$ cat src/core/rcc_pkg.sv
// Purpose: Constants and types of the reset cause collector.
// Assumes: 125 MHz system clock, 32-bit AXI4-Lite register port.
// Notes:
// Notes on behaviour
// - All reset requests merge into one master reset
// - Primary configuration read error sets bit 27
// - Primary and alternate read error sets bit 26
// - Configuration mismatch reset sets bit 9
// - Master-clear pin reset sets bit 7
// - Executed software reset sets bit 6
// - Deadman timer time-out sets bit 5
// - Watchdog timer time-out sets bit 4
// - Wake from sleep sets bit 3
// - Wake from idle sets bit 2
// - Brown-out sets bit 1, one after power-up
// - Power-on sets bit 0, one after power-up

package rcc_pkg;

   // ---------------------------------------------------------------
   // Register map
   // ---------------------------------------------------------------
   localparam logic [7:0] RCC_STATUS_OFF = 8'h00;
   localparam logic [7:0] RCC_IRQ_STAT_OFF = 8'h04;
   localparam logic [7:0] RCC_IRQ_CLR_OFF = 8'h08;
   localparam logic [7:0] RCC_IRQ_EN_OFF = 8'h0c;
   localparam logic [7:0] RCC_SW_RST_OFF = 8'h10;

   // ---------------------------------------------------------------
   // Status fields
   // ---------------------------------------------------------------
   localparam int RCC_B_PRI_CFG_ERR = 27;
   localparam int RCC_B_BOTH_CFG_ERR = 26;
   localparam int RCC_B_CFG_MISMATCH = 9;
   localparam int RCC_B_EXT_PIN = 7;
   localparam int RCC_B_SOFTWARE = 6;
   localparam int RCC_B_DEADMAN = 5;
   localparam int RCC_B_WATCHDOG = 4;
   localparam int RCC_B_SLEEP = 3;
   localparam int RCC_B_IDLE = 2;
   localparam int RCC_B_BROWNOUT = 1;
   localparam int RCC_B_POWERON = 0;
   localparam int RCC_B_SW_RST_GO = 0;

   localparam logic [31:0] RCC_STATUS_MASK = 32'h0c0002ff;
   localparam logic [31:0] RCC_STATUS_RST = 32'h00000003;
   localparam logic [31:0] RCC_ZERO_RST = 32'h00000000;

   // ---------------------------------------------------------------
   // Bus answers
   // ---------------------------------------------------------------
   localparam logic [1:0] RCC_RESP_OKAY = 2'b00;
   localparam logic [1:0] RCC_RESP_SLVERR = 2'b10;

   // ---------------------------------------------------------------
   // Timing
   // ---------------------------------------------------------------
   localparam int RCC_CLK_MHZ = 125;
   localparam int RCC_RST_HOLD_NS = 1000;
   localparam int RCC_RST_HOLD_CYC = (RCC_RST_HOLD_NS * RCC_CLK_MHZ + 999) / 1000;
   localparam int RCC_CNT_W = 8;

   typedef enum logic [2:0] {
      RCC_ST_IDLE = 3'b001,
      RCC_ST_ASSERT = 3'b010,
      RCC_ST_HOLD = 3'b100
   } rcc_state_t;

endpackage

$ cat src/core/rcc_axil_slave.sv
// Purpose: AXI4-Lite slave front end, one write and one read at a time.
// Assumes: Register decode and data come from the parent.
// Notes: Write address and data are taken in either order.
`timescale 1ns/1ps
`default_nettype none

module rcc_axil_slave
   import rcc_pkg::*;
#(
   parameter int ADDR_W = 8
) (
   input wire logic clk,
   input wire logic nrst,
   input wire logic [ADDR_W-1:0] awaddr,
   input wire logic awvalid,
   output logic awready,
   input wire logic [31:0] wdata,
   input wire logic [3:0] wstrb,
   input wire logic wvalid,
   output logic wready,
   output logic [1:0] bresp,
   output logic bvalid,
   input wire logic bready,
   input wire logic [ADDR_W-1:0] araddr,
   input wire logic arvalid,
   output logic arready,
   output logic [31:0] rdata,
   output logic [1:0] rresp,
   output logic rvalid,
   input wire logic rready,
   output logic wr_en,
   output logic [ADDR_W-1:0] wr_addr,
   output logic [31:0] wr_data,
   output logic [3:0] wr_strb,
   input wire logic wr_ok,
   output logic [ADDR_W-1:0] rd_addr,
   input wire logic [31:0] rd_data,
   input wire logic rd_ok
);

   logic aw_held_reg;
   logic w_held_reg;

   assign awready = ~aw_held_reg;
   assign wready = ~w_held_reg;
   assign arready = ~rvalid;
   assign wr_en = aw_held_reg & w_held_reg & ~bvalid;
   assign rd_addr = araddr;

   // ---------------------------------------------------------------
   // Write channel
   // ---------------------------------------------------------------
   always_ff @(posedge clk) begin
      if (!nrst) begin
         aw_held_reg <= 1'b0;
         w_held_reg <= 1'b0;
         wr_addr <= '0;
         wr_data <= 32'h00000000;
         wr_strb <= 4'h0;
         bvalid <= 1'b0;
         bresp <= RCC_RESP_OKAY;
      end else begin
         if (awvalid && !aw_held_reg) begin
            aw_held_reg <= 1'b1;
            wr_addr <= awaddr;
         end
         if (wvalid && !w_held_reg) begin
            w_held_reg <= 1'b1;
            wr_data <= wdata;
            wr_strb <= wstrb;
         end
         if (wr_en) begin
            aw_held_reg <= 1'b0;
            w_held_reg <= 1'b0;
            bvalid <= 1'b1;
            bresp <= wr_ok ? RCC_RESP_OKAY : RCC_RESP_SLVERR;
         end else if (bvalid && bready) begin
            bvalid <= 1'b0;
         end
      end
   end

   // ---------------------------------------------------------------
   // Read channel
   // ---------------------------------------------------------------
   always_ff @(posedge clk) begin
      if (!nrst) begin
         rvalid <= 1'b0;
         rdata <= 32'h00000000;
         rresp <= RCC_RESP_OKAY;
      end else if (arvalid && !rvalid) begin
         rvalid <= 1'b1;
         rdata <= rd_ok ? rd_data : 32'h00000000;
         rresp <= rd_ok ? RCC_RESP_OKAY : RCC_RESP_SLVERR;
      end else if (rvalid && rready) begin
         rvalid <= 1'b0;
      end
   end

endmodule

`default_nettype wire

$ cat src/core/rcc_top.sv
// Purpose: Reset cause collector; merges reset requests into one master
//          reset and records the cause in a status register.
// Assumes: All request inputs are synchronous to CLK and active high,
//          except the master-clear pin which is active low.
// Notes: The status register is reset only by NRST, so the cause
//        survives the master reset that it describes.
//
// The AXI4-Lite slave port and the register addresses are this design's own decisions.
`timescale 1ns/1ps
`default_nettype none

module rcc_top
   import rcc_pkg::*;
#(
   parameter int ADDR_W = 8,
   parameter int RST_HOLD_CYC = RCC_RST_HOLD_CYC
) (
   input wire logic CLK,
   input wire logic NRST,
   input wire logic [ADDR_W-1:0] S_AXI_AWADDR,
   input wire logic S_AXI_AWVALID,
   output logic S_AXI_AWREADY,
   input wire logic [31:0] S_AXI_WDATA,
   input wire logic [3:0] S_AXI_WSTRB,
   input wire logic S_AXI_WVALID,
   output logic S_AXI_WREADY,
   output logic [1:0] S_AXI_BRESP,
   output logic S_AXI_BVALID,
   input wire logic S_AXI_BREADY,
   input wire logic [ADDR_W-1:0] S_AXI_ARADDR,
   input wire logic S_AXI_ARVALID,
   output logic S_AXI_ARREADY,
   output logic [31:0] S_AXI_RDATA,
   output logic [1:0] S_AXI_RRESP,
   output logic S_AXI_RVALID,
   input wire logic S_AXI_RREADY,
   input wire logic POWER_ON_REQUEST,
   input wire logic BROWNOUT_REQUEST,
   input wire logic MASTER_CLEAR_PIN_N,
   input wire logic WATCHDOG_RESET_REQUEST,
   input wire logic DEADMAN_RESET_REQUEST,
   input wire logic CONFIG_MISMATCH_REQUEST,
   input wire logic PRIMARY_CONFIG_READ_ERROR,
   input wire logic BOTH_CONFIG_READ_ERROR,
   input wire logic SLEEP_WAKE,
   input wire logic IDLE_WAKE,
   output logic SYSTEM_MASTER_RESET,
   output logic IRQ
);

   // ---------------------------------------------------------------
   // Declarations
   // ---------------------------------------------------------------
   logic wr_en;
   logic [ADDR_W-1:0] wr_addr;
   logic [31:0] wr_data;
   logic [3:0] wr_strb;
   logic wr_ok;
   logic [ADDR_W-1:0] rd_addr;
   logic [31:0] rd_data;
   logic rd_ok;
   logic [31:0] wmask;
   logic [7:0] wr_word;
   logic [7:0] rd_word;

   logic [31:0] status_reg;
   logic [31:0] irq_stat_reg;
   logic [31:0] irq_en_reg;
   logic [31:0] set_vec;
   logic sw_req_reg;
   logic any_req;
   logic status_wr;
   logic irq_clr_wr;

   rcc_state_t state_reg;
   rcc_state_t state_next;
   logic [RCC_CNT_W-1:0] cnt_reg;
   logic [RCC_CNT_W-1:0] cnt_next;
   logic sys_rst_reg;
   logic irq_reg;

   localparam logic [RCC_CNT_W-1:0] HOLD_LAST = RCC_CNT_W'(RST_HOLD_CYC - 1);

   // ---------------------------------------------------------------
   // Bus front end
   // ---------------------------------------------------------------
   rcc_axil_slave #(
      .ADDR_W(ADDR_W)
   ) u_bus (
      .clk(CLK),
      .nrst(NRST),
      .awaddr(S_AXI_AWADDR),
      .awvalid(S_AXI_AWVALID),
      .awready(S_AXI_AWREADY),
      .wdata(S_AXI_WDATA),
      .wstrb(S_AXI_WSTRB),
      .wvalid(S_AXI_WVALID),
      .wready(S_AXI_WREADY),
      .bresp(S_AXI_BRESP),
      .bvalid(S_AXI_BVALID),
      .bready(S_AXI_BREADY),
      .araddr(S_AXI_ARADDR),
      .arvalid(S_AXI_ARVALID),
      .arready(S_AXI_ARREADY),
      .rdata(S_AXI_RDATA),
      .rresp(S_AXI_RRESP),
      .rvalid(S_AXI_RVALID),
      .rready(S_AXI_RREADY),
      .wr_en(wr_en),
      .wr_addr(wr_addr),
      .wr_data(wr_data),
      .wr_strb(wr_strb),
      .wr_ok(wr_ok),
      .rd_addr(rd_addr),
      .rd_data(rd_data),
      .rd_ok(rd_ok)
   );

   // Word-aligned addresses; low address bits are ignored
   assign wr_word = {wr_addr[7:2], 2'b00};
   assign rd_word = {rd_addr[7:2], 2'b00};
   assign wmask = {{8{wr_strb[3]}}, {8{wr_strb[2]}}, {8{wr_strb[1]}}, {8{wr_strb[0]}}};

   // ---------------------------------------------------------------
   // Address decode
   // ---------------------------------------------------------------
   always_comb begin
      wr_ok = 1'b1;
      case (wr_word)
         RCC_STATUS_OFF, RCC_IRQ_STAT_OFF, RCC_IRQ_CLR_OFF,
         RCC_IRQ_EN_OFF, RCC_SW_RST_OFF: wr_ok = 1'b1;
         default: wr_ok = 1'b0;
      endcase
   end

   always_comb begin
      rd_ok = 1'b1;
      rd_data = 32'h00000000;
      case (rd_word)
         RCC_STATUS_OFF: rd_data = status_reg;
         RCC_IRQ_STAT_OFF: rd_data = irq_stat_reg;
         RCC_IRQ_EN_OFF: rd_data = irq_en_reg;
         RCC_IRQ_CLR_OFF, RCC_SW_RST_OFF: rd_data = 32'h00000000;
         default: rd_ok = 1'b0;
      endcase
   end

   assign status_wr = wr_en && (wr_word == RCC_STATUS_OFF);
   assign irq_clr_wr = wr_en && (wr_word == RCC_IRQ_CLR_OFF);

   // ---------------------------------------------------------------
   // Software reset request
   // ---------------------------------------------------------------
   always_ff @(posedge CLK) begin
      if (!NRST) begin
         sw_req_reg <= 1'b0;
      end else begin
         sw_req_reg <= wr_en && (wr_word == RCC_SW_RST_OFF) && wr_strb[0]
            && wr_data[RCC_B_SW_RST_GO];
      end
   end

   // ---------------------------------------------------------------
   // Cause events
   // ---------------------------------------------------------------
   always_comb begin
      set_vec = 32'h00000000;
      set_vec[RCC_B_PRI_CFG_ERR] = PRIMARY_CONFIG_READ_ERROR;
      set_vec[RCC_B_BOTH_CFG_ERR] = BOTH_CONFIG_READ_ERROR;
      set_vec[RCC_B_CFG_MISMATCH] = CONFIG_MISMATCH_REQUEST;
      set_vec[RCC_B_EXT_PIN] = ~MASTER_CLEAR_PIN_N;
      set_vec[RCC_B_SOFTWARE] = sw_req_reg;
      set_vec[RCC_B_DEADMAN] = DEADMAN_RESET_REQUEST;
      set_vec[RCC_B_WATCHDOG] = WATCHDOG_RESET_REQUEST;
      set_vec[RCC_B_SLEEP] = SLEEP_WAKE;
      set_vec[RCC_B_IDLE] = IDLE_WAKE;
      set_vec[RCC_B_BROWNOUT] = BROWNOUT_REQUEST;
      set_vec[RCC_B_POWERON] = POWER_ON_REQUEST;
   end

   // ---------------------------------------------------------------
   // Status and interrupt bits
   // ---------------------------------------------------------------
   // Hardware set wins over a software write in the same cycle
   for (genvar i = 0; i < 32; i++) begin : g_bit
      if (RCC_STATUS_MASK[i]) begin : g_impl
         always_ff @(posedge CLK) begin
            if (!NRST) begin
               status_reg[i] <= RCC_STATUS_RST[i];
            end else if (set_vec[i]) begin
               status_reg[i] <= 1'b1;
            end else if (status_wr && wmask[i]) begin
               status_reg[i] <= wr_data[i];
            end
         end

         always_ff @(posedge CLK) begin
            if (!NRST) begin
               irq_stat_reg[i] <= RCC_ZERO_RST[i];
            end else if (set_vec[i]) begin
               irq_stat_reg[i] <= 1'b1;
            end else if (irq_clr_wr && wmask[i] && wr_data[i]) begin
               irq_stat_reg[i] <= 1'b0;
            end
         end

         always_ff @(posedge CLK) begin
            if (!NRST) begin
               irq_en_reg[i] <= RCC_ZERO_RST[i];
            end else if (wr_en && (wr_word == RCC_IRQ_EN_OFF) && wmask[i]) begin
               irq_en_reg[i] <= wr_data[i];
            end
         end
      end else begin : g_unused
         assign status_reg[i] = 1'b0;
         assign irq_stat_reg[i] = 1'b0;
         assign irq_en_reg[i] = 1'b0;
      end
   end

   always_ff @(posedge CLK) begin
      if (!NRST) begin
         irq_reg <= 1'b0;
      end else begin
         irq_reg <= |(irq_stat_reg & irq_en_reg);
      end
   end

   // ---------------------------------------------------------------
   // Master reset sequencer
   // ---------------------------------------------------------------
   assign any_req = POWER_ON_REQUEST | BROWNOUT_REQUEST | ~MASTER_CLEAR_PIN_N
      | sw_req_reg | WATCHDOG_RESET_REQUEST | DEADMAN_RESET_REQUEST
      | CONFIG_MISMATCH_REQUEST;

   // Reset is held while any request stands, then stretched
   always_comb begin
      state_next = state_reg;
      cnt_next = cnt_reg;
      case (state_reg)
         RCC_ST_IDLE: begin
            if (any_req) begin
               state_next = RCC_ST_ASSERT;
            end
         end
         RCC_ST_ASSERT: begin
            if (!any_req) begin
               state_next = RCC_ST_HOLD;
               cnt_next = HOLD_LAST;
            end
         end
         RCC_ST_HOLD: begin
            if (any_req) begin
               state_next = RCC_ST_ASSERT;
            end else if (cnt_reg == '0) begin
               state_next = RCC_ST_IDLE;
            end else begin
               cnt_next = cnt_reg - 1'b1;
            end
         end
         default: begin
            state_next = RCC_ST_HOLD;
            cnt_next = HOLD_LAST;
         end
      endcase
   end

   always_ff @(posedge CLK) begin
      if (!NRST) begin
         state_reg <= RCC_ST_HOLD;
         cnt_reg <= HOLD_LAST;
         sys_rst_reg <= 1'b1;
      end else begin
         state_reg <= state_next;
         cnt_reg <= cnt_next;
         sys_rst_reg <= (state_next != RCC_ST_IDLE);
      end
   end

   assign SYSTEM_MASTER_RESET = sys_rst_reg;
   assign IRQ = irq_reg;

endmodule

`default_nettype wire

$ cat config.mk
export PLATFORM = sky130hd
export DESIGN_NAME = rcc_top
export DESIGN_NICKNAME = d
export VERILOG_FILES = /design/src/core/rcc_pkg.sv /design/src/core/rcc_axil_slave.sv /design/src/core/rcc_top.sv
export SDC_FILE = /design/constraint.sdc
export NUM_CORES = 1
export LEC_CHECK = 0
export ABC_AREA = 1
export BUFFER_PORTS_ARGS = -buffer_cell sky130_fd_sc_hd__buf_2
export CAP_MARGIN = 10
export CORE_MARGIN = 2
export CORE_UTILIZATION = 45
export CTS_CLUSTER_DIAMETER = 200
export CTS_CLUSTER_SIZE = 8
export DETAILED_ROUTE_END_ITERATION = 7
export PLACE_DENSITY = 0.73
export SYNTH_ARGS = -nofsm -noshare
export SYNTH_HDL_FRONTEND = slang
export SYNTH_SLANG_ARGS = --single-unit
$ cat constraint.sdc
create_clock -name CLK -period 1.4 [get_ports CLK]
set_input_delay 0.21 -clock CLK [delete_from_list [all_inputs] [get_ports CLK]]
set_output_delay 0.21 -clock CLK [all_outputs]
set_load 0.005 [all_outputs]
# ---- Yosys cells after proc, flatten, opt, wreduce, memory -nomap -nowiden
# Cells that the tools add are included.
dict set report word_totals {
  word_cells 205
  register_bits 127
  out_inout_bits 43
  inputBits 69
}
dict set report classes {
  reduce_logical 64
  bitwise_logic 16
  add_sub_neg 1
  muxes 59
  eq_ne 17
}
# cell count
set op_table {}
lappend op_table {{case mux 28 bit (3 select lines)} 1}
lappend op_table {{2-to-1 mux 1 bit} 46}
lappend op_table {{nonzero test 2 bit} 20}
lappend op_table {{OR reduction 32 bit} 1}
lappend op_table {{logical AND 1 bit} 31}
lappend op_table {{bitwise AND 28 bit} 1}
lappend op_table {{2-to-1 mux 28 bit} 1}
lappend op_table {{equality test 6 x 2 -> 1 bit, second input constant} 4}
lappend op_table {{zero test 8 bit} 3}
lappend op_table {{2-to-1 mux 8 bit} 3}
lappend op_table {{case mux 8 bit (3 select lines)} 1}
lappend op_table {{equality test 6 x 1 -> 1 bit, second input constant} 2}
lappend op_table {{equality test 6 x 3 -> 1 bit, second input constant} 2}
lappend op_table {{2-to-1 mux 3 bit} 4}
lappend op_table {{OR reduction 5 bit} 2}
lappend op_table {{case mux 3 bit (3 select lines)} 1}
lappend op_table {{subtractor 8 x 1 -> 8 bit, second input constant} 1}
lappend op_table {{inverter 1 bit} 7}
lappend op_table {{!= test 2 bit, second input constant} 3}
lappend op_table {{bitwise OR 1 bit} 6}
lappend op_table {{OR reduction 2 bit} 3}
lappend op_table {{2-to-1 mux 2 bit} 2}
lappend op_table {{!= test 2 x 1 -> 1 bit, second input constant} 2}
lappend op_table {{AND reduction 4 bit} 1}
lappend op_table {{other kinds (6)} 9}

# ---- Logic depth before layout (Yosys ltp)
# Gate-level depths: netlist (run 1).
dict set report depth {
  ltp_word 9
  ltp_mapped 10
  ltp_nobuf 9
}

# ---- Hierarchy
# A second synthesis (run 1) with hierarchy kept.
dict set report hier_totals {
  hier_cells 846
  hier_area_um2 5905.7
}
# module seq_area_each_um2 n_inst cells_per_inst area_per_inst_um2
set by_module_without_submodules {}
lappend by_module_without_submodules {rcc_axil_slave 1641.6 1 472 3439.5}
lappend by_module_without_submodules {rcc_top 940.9 1 374 2466.1}

# ---- Worst setup path after synthesis (run 1)
# OpenSTA, ideal clock, no wires.
dict set report synth_timing {
  path_type {reg-to-reg}
  startpoint {register cnt_reg[0]}
  endpoint {register cnt_reg[2]}
  path_buffers 1
  slack_ns 0.093
  path_stages_with_launch 10
  arrival_time_ns 1.184
  synth_period_minus_slack_ns 1.307
  t_required_ns 1.277
  setup_time_ns 0.123
  cell_sequence {dfxtp_1 > inv_1 > ha_1 > nand3_1 > inv_2 > nand3_2 > buf_6 > nand3_1 > nand2_1 > nand3_1}
}
dict set report synth_via {
  elab_chain_len 4
  elab_cells_between_ends 7
  classes_between {1 x add/sub; 1 x eq/ne; 3 x mux; 2 x reduce/logical}
}
# element line_no
set synth_lines {}
lappend synth_lines {{start: declaration} rcc_top.sv:77} ;# logic [RCC_CNT_W-1:0] cnt_reg;
lappend synth_lines {{start signal: assignment} rcc_top.sv:275} ;# cnt_reg <= cnt_next;
lappend synth_lines {{subtractor 8 x 1 -> 8 bit} rcc_top.sv:258} ;# cnt_next = cnt_reg - 1'b1;
lappend synth_lines {{2-to-1 mux 8 bit} rcc_top.sv:255} ;# end else if (cnt_reg == '0) begin
lappend synth_lines {{2-to-1 mux 8 bit} rcc_top.sv:253} ;# if (any_req) begin
lappend synth_lines {{case mux 8 bit (3 select lines)} rcc_top.sv:240} ;# case (state_reg)
# Several ways; a longest one is shown, not always the timed one. The select of a mux whose other input is x is not followed.
# A chain may end at the register's enable or synchronous reset.

# ---- Final worst setup path (run 1)
dict set report layout_timing {
  startpoint {register u_bus.wr_addr[3]}
  endpoint {register status_reg[9]}
}
dict set report layout_via {
  elab_chain_len 4
}
# element line_no
set layout_lines {}
lappend layout_lines {{start: declaration} rcc_axil_slave.sv:32} ;# output logic [ADDR_W-1:0] wr_addr,
lappend layout_lines {{start signal: assignment} rcc_axil_slave.sv:65} ;# wr_addr <= awaddr;
lappend layout_lines {{zero test 8 bit} rcc_top.sv:148} ;# assign status_wr = wr_en && (wr_word == RCC_STATUS_OFF);
lappend layout_lines {{logical AND 1 bit} rcc_top.sv:148}
lappend layout_lines {{logical AND 1 bit} rcc_top.sv:192} ;# end else if (status_wr && wmask[i]) begin
lappend layout_lines {{nonzero test 2 bit (no source line)} -}
lappend layout_lines {{end signal: indexed assignment} rcc_top.sv:189} ;# status_reg[i] <= RCC_STATUS_RST[i];
lappend layout_lines {{end signal: indexed assignment} rcc_top.sv:193} ;# status_reg[i] <= wr_data[i];
lappend layout_lines {{end: declaration} rcc_top.sv:66} ;# logic [31:0] status_reg;
# Every way passes these cells.

==> run_results.csv, run 1 <==
group,metric,value,unit
sta,post_route_setup_tns,0,ns
die,placementRows,34,
critical_path,cp_slowest_cell,"sky130_fd_sc_hd__dfxtp_1",
global_route,antenna_found_initial,0,
layout,final_nets,707,
global_route,pin_count_of_the_biggest_net_entering_global_routing,26,
hold_path,worst_hold_path.num_cells,2,
routing,viasPerCell,4.933,
layout,post-route-cell-area,4738,um^2
clocking,clkSlewWorstSetupHoldPaths,0.09,ns
sta,max_freq,729.4,MHz
hold_path,timing.hold.worst.start,"S_AXI_BREADY",
hold_path,timing.hold.worst.class,"in -> reg",
critical_path,critPathArrivalTime,1.64,ns
sta,layout_setup_ws,0.02892,ns
die,die_w,98.43,um
routing,detailedRoute.firstIterationViolations,198,
layout,layout_commonest_cell,"sky130_fd_sc_hd__nand2_1",
sta,clock_skew_after_layout,0.01005,ns
layout,post-route-util,54.60,%
synthesis,post-synth-top-area-fraction,41.91,%
synthesis,main_combinational_cell_family_by_area_after_synthesis,"simple AND/OR/NAND/NOR gates",
run,max_cap_violations,0,
synthesis,synth_largest_area_cell,"sky130_fd_sc_hd__dfxtp_1",
synthesis,post_synth_mux_area_share,0,%
die,floorplan.core_area,8678,um^2
pwr,power.density_cell_area,1144,nW/um^2
die,area_enclosed_by_the_die_boundary,9688,um^2
routing,vias,3700,
layout,area_growth,18.09,%
clocking,cts_tree,"yes",
critical_path,setup.worst_path.start_class,"register",
place,dpl.hpwl,6742,um
place,port_buffers,62,
place,numPlacedInstances,732,
sta,final.period_utilization,97.93,%
clocking,clock_h_tree_levels,3,
synthesis,avgSynthCellArea,7.153,um^2
synthesis,syn_area,4013,um^2
sta,grt_setup_unrepaired,"true",
place,gp_congestion,0.8270,
synthesis,synth_cell_type_count,35,
clocking,clock_root_buffer,"sky130_fd_sc_hd__clkbuf_8",
synthesis,synth.ff_latch_count,84,
synthesis,synth-adder-area-share,0.3118,%
pwr,leak_pwr,2.196,nW
sta,finalSetupViolations,0,
routing,drc,0,
global_route,vias_in_the_first_global_route,3309,
global_route,gr-usage-all-layers,19.34,%
hold_path,whs_endpoint,"u_bus.bvalid",
layout,antennaDiodeCount,0,
clocking,cts.sinks,84,
die,effective_utilization_at_floorplan,46.24,%
routing,postRouteAntennaNets,0,
synthesis,ys_top_cells_by_area,"sky130_fd_sc_hd__dfxtp_1, sky130_fd_sc_hd__nand2_1, sky130_fd_sc_hd__nand3_1",
routing,drt_wl_total,9281,um
clocking,cts_hold_buf,0,
synthesis,synth-xor-area-share,0,%
critical_path,critical-path-top-cell-by-count,"sky130_fd_sc_hd__nand2_1",
die,chipHeight,98.43,um
critical_path,reg2reg_to,"status_reg[9]",
synthesis,yosysWarnings,0,
critical_path,endpoint_kind,"register",
layout,post_route_cells_drive_above_1_share,24.77,%
synthesis,syn_inst,561,
critical_path,path_cells,"nor2_4, inv_2, nor3_4, buf_4, nand2_2, nand2_1, nand3_1, nand2_1, inv_1",
pwr,vdd_ir_drop_max,0.0007420,V
routing,drt_first_pass_iters,5,
run_status,run_status,"finished clean",
sta,count_of_pins_over_their_slew_limit,0,
place,dp_slack,-0.006421,ns
clocking,cts-buffers-inserted,9,
critical_path,timing.critical_path.slowest_cell_delay,0.37,ns
critical_path,depth_of_the_most_critical_reg_to_reg_path,9,
critical_path,regToRegStartpoint,"u_bus.wr_addr[3]",
sta,post-route-min-period,1.371,ns
die,floorplan.io_pins,112,
sta,finalHoldViolCount,0,
critical_path,r2r_setup_slack,0.03,ns
layout,final-instance-count-excl-fill,750,
synthesis,synth-simple-area-share,32.49,%
synthesis,synth_compound_gate_area_share,12.00,%
routing,post_drt_wl_per_cell,12.37,um
clocking,clock_path_buffers,2,
critical_path,worst-path-max-fanout,4,
global_route,global_route_wire_length_before_repair,15250,um
place,placedInstanceArea,4413,um^2
critical_path,worstPathRequired,1.67,ns
synthesis,synth_seq_area_share,41.91,%
clocking,clock_insertion_delay_worst_skew,0.36,ns
layout,leading_cell_types_in_the_layout_fill_and_taps_excluded,"sky130_fd_sc_hd__nand2_1, sky130_fd_sc_hd__dfxtp_1, sky130_fd_sc_hd__buf_2",
critical_path,critical_path_class,"reg -> reg",
global_route,grt_overflow,0,
-- cell families after synthesis --
kind of cell | after synthesis
AND/OR/NAND/NOR | 286
flip-flops | 84
other | 1
AO/OA/AOI/OAI | 83
adder cells (fa/ha/maj) | 1
buffers and inverters | 106
-- worst max-delay path by stage --
stage / startpoint / end / cells past startpoint / slack (ns)
6_report: u_bus.wr_addr[3] / status_reg[9] / 9 / 0.03
5_1_grt: u_bus.wr_addr[6] / status_reg[9] / 9 / -0.05
4_1_cts: u_bus.wr_addr[7] / irq_stat_reg[0] / 8 / 0.02
3_5_place_dp: cnt_reg[0] / cnt_reg[0] / 8 / -0.006
3_3_place_gp: cnt_reg[0] / cnt_reg[1] / 8 / 0.03
2_1_floorplan: cnt_reg[0] / cnt_reg[2] / 9 / 0.09
-- cell type report --
class	count	area, um^2
repair buffers	86	490.5
well taps	108	135.1
flip-flops and latches	84	1687
clock inverters	6	87.58
fillers	825	3940
clock buffers	10	137.6
multi-input cells	393	1962
inverters	63	239.0
-- synth_stat cells, drive strengths merged --
master,n
o2111ai,1
nand4,6
clkbuf,4
o21a,1
or2,1
nor3,4
buf,39
conb,1
o21ai,32
a211oi,1
nor2,62
inv,63
ha,1
nand3,67
a22o,1
a31oi,1
dfxtp,84
a221oi,2
nand2,146
o31ai,1
a21oi,43
-- where the power goes --
part	switching, mW	internal [mW]
clock	0.903	1.05
sequential	0.139	2.54
combinational	0.484	0.312
total	1.53	3.90
-- critical path, delay by kind of cell (launching register included) --
kind	cells	cell delay (ns)
flops	1	0.37
buf+inv	3	0.28
simple gates	6	0.64
-- what timing repair did --
action                                  in CTS  in global routing
setup buffers                                0                  2
pin swaps                                    2                  8
gates resized for setup                      4                 24
endpoints found under the setup margin       3                 33
endpoints found under the hold margin        0                  0
-- layer usage --
layer	vias up	GRT usage (%)	wire length, um
met1	1689	25.07	4182
met2	100	31.66	4512
met3	8	5.177	481
li1	1903	-	-
met5	-	0	0
met4	0	6.006	104
-- stage by stage --
stage | hold slack [ns] | total power, mW
3_3_place_gp | 0.4158 | 3.433
5_1_grt | 0.03849 | 5.685
3_5_place_dp | 0.4214 | 3.467
6_report | 0.03375 | 5.423
2_1_floorplan | 0.3059 | 3.260
4_1_cts | 0.02762 | 5.402
(Power assumes the default switching activity.)
==> run 2: changes to the inputs <==
--- a/config.mk
+++ b/config.mk
@@ -6,7 +6,7 @@
 export NUM_CORES = 1
 export LEC_CHECK = 0
 export ABC_AREA = 1
-export BUFFER_PORTS_ARGS = -buffer_cell sky130_fd_sc_hd__buf_2
+export BUFFER_PORTS_ARGS = -buffer_cell sky130_fd_sc_hd__buf_4
 export CAP_MARGIN = 10
 export CORE_MARGIN = 2
 export CORE_UTILIZATION = 45
==> constraint.sdc (replaced) <==
create_clock -name CLK -period 1.4 [get_ports CLK]
set_input_delay 0.07 -clock CLK [delete_from_list [all_inputs] [get_ports CLK]]
set_output_delay 0.07 -clock CLK [all_outputs]
set_load 0.005 [all_outputs]
==> run_results.csv, run 2 (same netlist as run 1, synthesis figures left out) <==
group,metric,value,unit
layout,final-seq-area,1690,um^2
routing,viasPerCell,4.895,
pwr,internal_power,3.667,mW
clocking,clock_path_buffers,2,
critical_path,cp_slowest_cell,"sky130_fd_sc_hd__dlygate4sd3_1",
routing,vias,3833,
sta,fin_worst_hold_slack,0.002516,ns
routing,drc,0,
run,max_cap_violations,0,
critical_path,regToRegStartpoint,"u_bus.wr_addr[7]",
clocking,cts.sinks,84,
sta,post-route-min-period,1.359,ns
layout,antennaDiodeCount,0,
critical_path,r2r_setup_slack,0.08,ns
pwr,power.density_cell_area,987.0,nW/um^2
sta,clock_skew_after_layout,0.01376,ns
place,numPlacedInstances,733,
place,port_buffers,62,
routing,post_drt_wl_per_cell,12.32,um
die,floorplan.io_pins,112,
sta,max_freq,735.8,MHz
hold_path,timing.hold.worst.start,"PRIMARY_CONFIG_READ_ERROR",
pwr,power_frac_seq,52.0,%
pwr,switchingPower,1.483,mW
layout,final_nets,740,
global_route,gr-usage-all-layers,20.02,%
layout,post_route_cells_drive_above_1_share,24.74,%
critical_path,setup.worst_path.start_class,"input pin",
layout,filler_instances,827,
pwr,total_power,5.150,mW
critical_path,critPathArrivalTime,1.66,ns
run_status,run_status,"finished clean",
place,dp_slack,-0.07341,ns
layout,area_growth,30.03,%
critical_path,critical-path-top-cell-by-count,"sky130_fd_sc_hd__nand2_1",
pwr,p_sw_share,28.80,%
critical_path,worstPathRequired,1.70,ns
sta,finalSetupViolations,0,
hold_path,timing.hold.worst.class,"in -> reg",
layout,leading_cell_types_in_the_layout_fill_and_taps_excluded,"sky130_fd_sc_hd__nand2_1, sky130_fd_sc_hd__buf_4, sky130_fd_sc_hd__dfxtp_1",
clocking,clkSlewWorstSetupHoldPaths,0.08,ns
die,die_w,98.43,um
place,gp_congestion,0.8420,
routing,drt_wl_total,9649,um
critical_path,endpoint_kind,"register",
pwr,share_clk_of_total_power,29.4,%
clocking,cts_tree,"yes",
critical_path,critical_path_class,"in -> reg",
die,placementRows,34,
layout,layout_commonest_cell,"sky130_fd_sc_hd__nand2_1",
die,effective_utilization_at_floorplan,46.24,%
die,chipHeight,98.43,um
sta,grt_setup_unrepaired,"true",
global_route,grt_overflow,0,
layout,multiInputGateArea,1991,um^2
global_route,antenna_found_initial,0,
place,dpl.hpwl,6662,um
routing,postRouteAntennaNets,0,
sta,layout_setup_ws,0.04088,ns
global_route,global_route_wire_length_before_repair,15860,um
global_route,vias_in_the_first_global_route,3528,
global_route,pin_count_of_the_biggest_net_entering_global_routing,32,
sta,finalHoldViolCount,0,
critical_path,path_cells,"dlygate4sd3_1, buf_4, nor2_2, nand2_2, nor2_1, buf_6, nand2_1, nand3_1, nand2_1, a21oi_2",
critical_path,crit_path_start,"S_AXI_ARADDR[4]",
die,area_enclosed_by_the_die_boundary,9688,um^2
clocking,clock_h_tree_levels,3,
clocking,clock_insertion_delay_worst_skew,0.37,ns
routing,drt_first_pass_iters,4,
sta,final.period_utilization,97.08,%
layout,post-route-util,60.12,%
routing,detailedRoute.firstIterationViolations,200,
critical_path,worst-path-max-fanout,11,
pwr,vdd_ir_drop_max,0.0006290,V
pwr,leak_pwr,2.364,nW
clocking,cts-buffers-inserted,9,
clocking,clock_root_buffer,"sky130_fd_sc_hd__clkbuf_8",
layout,final-instance-count-excl-fill,783,
critical_path,timing.critical_path.slowest_cell_delay,0.55,ns
pwr,p_comb_share,18.6,%
die,floorplan.core_area,8678,um^2
sta,count_of_pins_over_their_slew_limit,0,
[run 2: repair_timing]
item | in CTS | in global routing
pin swaps | 0 | 11
hold buffers | 28 | 1
gates resized for setup | 2 | 39
buffers inserted | 0 | 5
setup endpoints to repair | 7 | 41
endpoints found under the hold margin | 30 | 1
[run 2: final timing paths]
check,cells after the start,to
worst max-delay path,10,u_bus.rdata[2]
worst min-delay path,3,irq_stat_reg[27]
worst max register to register,9,status_reg[3]
worst min register to register,2,irq_en_reg[26]
[run 2: stage by stage]
| stage | setup TNS [ns] | instance area [um^2] |
|---|---|---|
| 2_1_floorplan | 0 | 4095 |
| 3_3_place_gp | -0.09674 | 4588 |
| 3_5_place_dp | -0.2552 | 4588 |
| 4_1_cts | 0 | 5041 |
| 5_1_grt | -0.2354 | 5218 |
| 6_report | 0 | 5218 |
[run 2: power groups by stage]
stage	Clock, mW	Combinational [mW]	Sequential [mW]
3_5_place_dp	0	0.806	2.72
5_1_grt	1.64	1.08	2.70
6_report	1.52	0.957	2.68
2_1_floorplan	0	0.572	2.69
3_3_place_gp	0	0.774	2.71
4_1_cts	1.54	0.879	2.66
[run 2: final cells by class]
cell class	instances	area share (%)
multi-input combinational	393	38.15
clock inverter	2	0.1918
inverter	63	4.700
clock buffer	14	2.926
tap	108	2.590
sequential	84	32.40
timing repair buffer	119	19.04
[run 2: critical path: cells and delay by family]
kind                   cells  cell delay [ns]
buffers and inverters      3             0.87
AOI/OAI and AO/OA          1             0.12
and+or+nand+nor            6             0.60
[run 2: layer usage]
metal	up-vias	wire length, um	GRT usage (%)
li1	1973	-	-
met1	1727	4193	25.15
met3	9	558	3.617
met5	-	0	0
met2	124	4750	34.22
met4	0	147	7.798
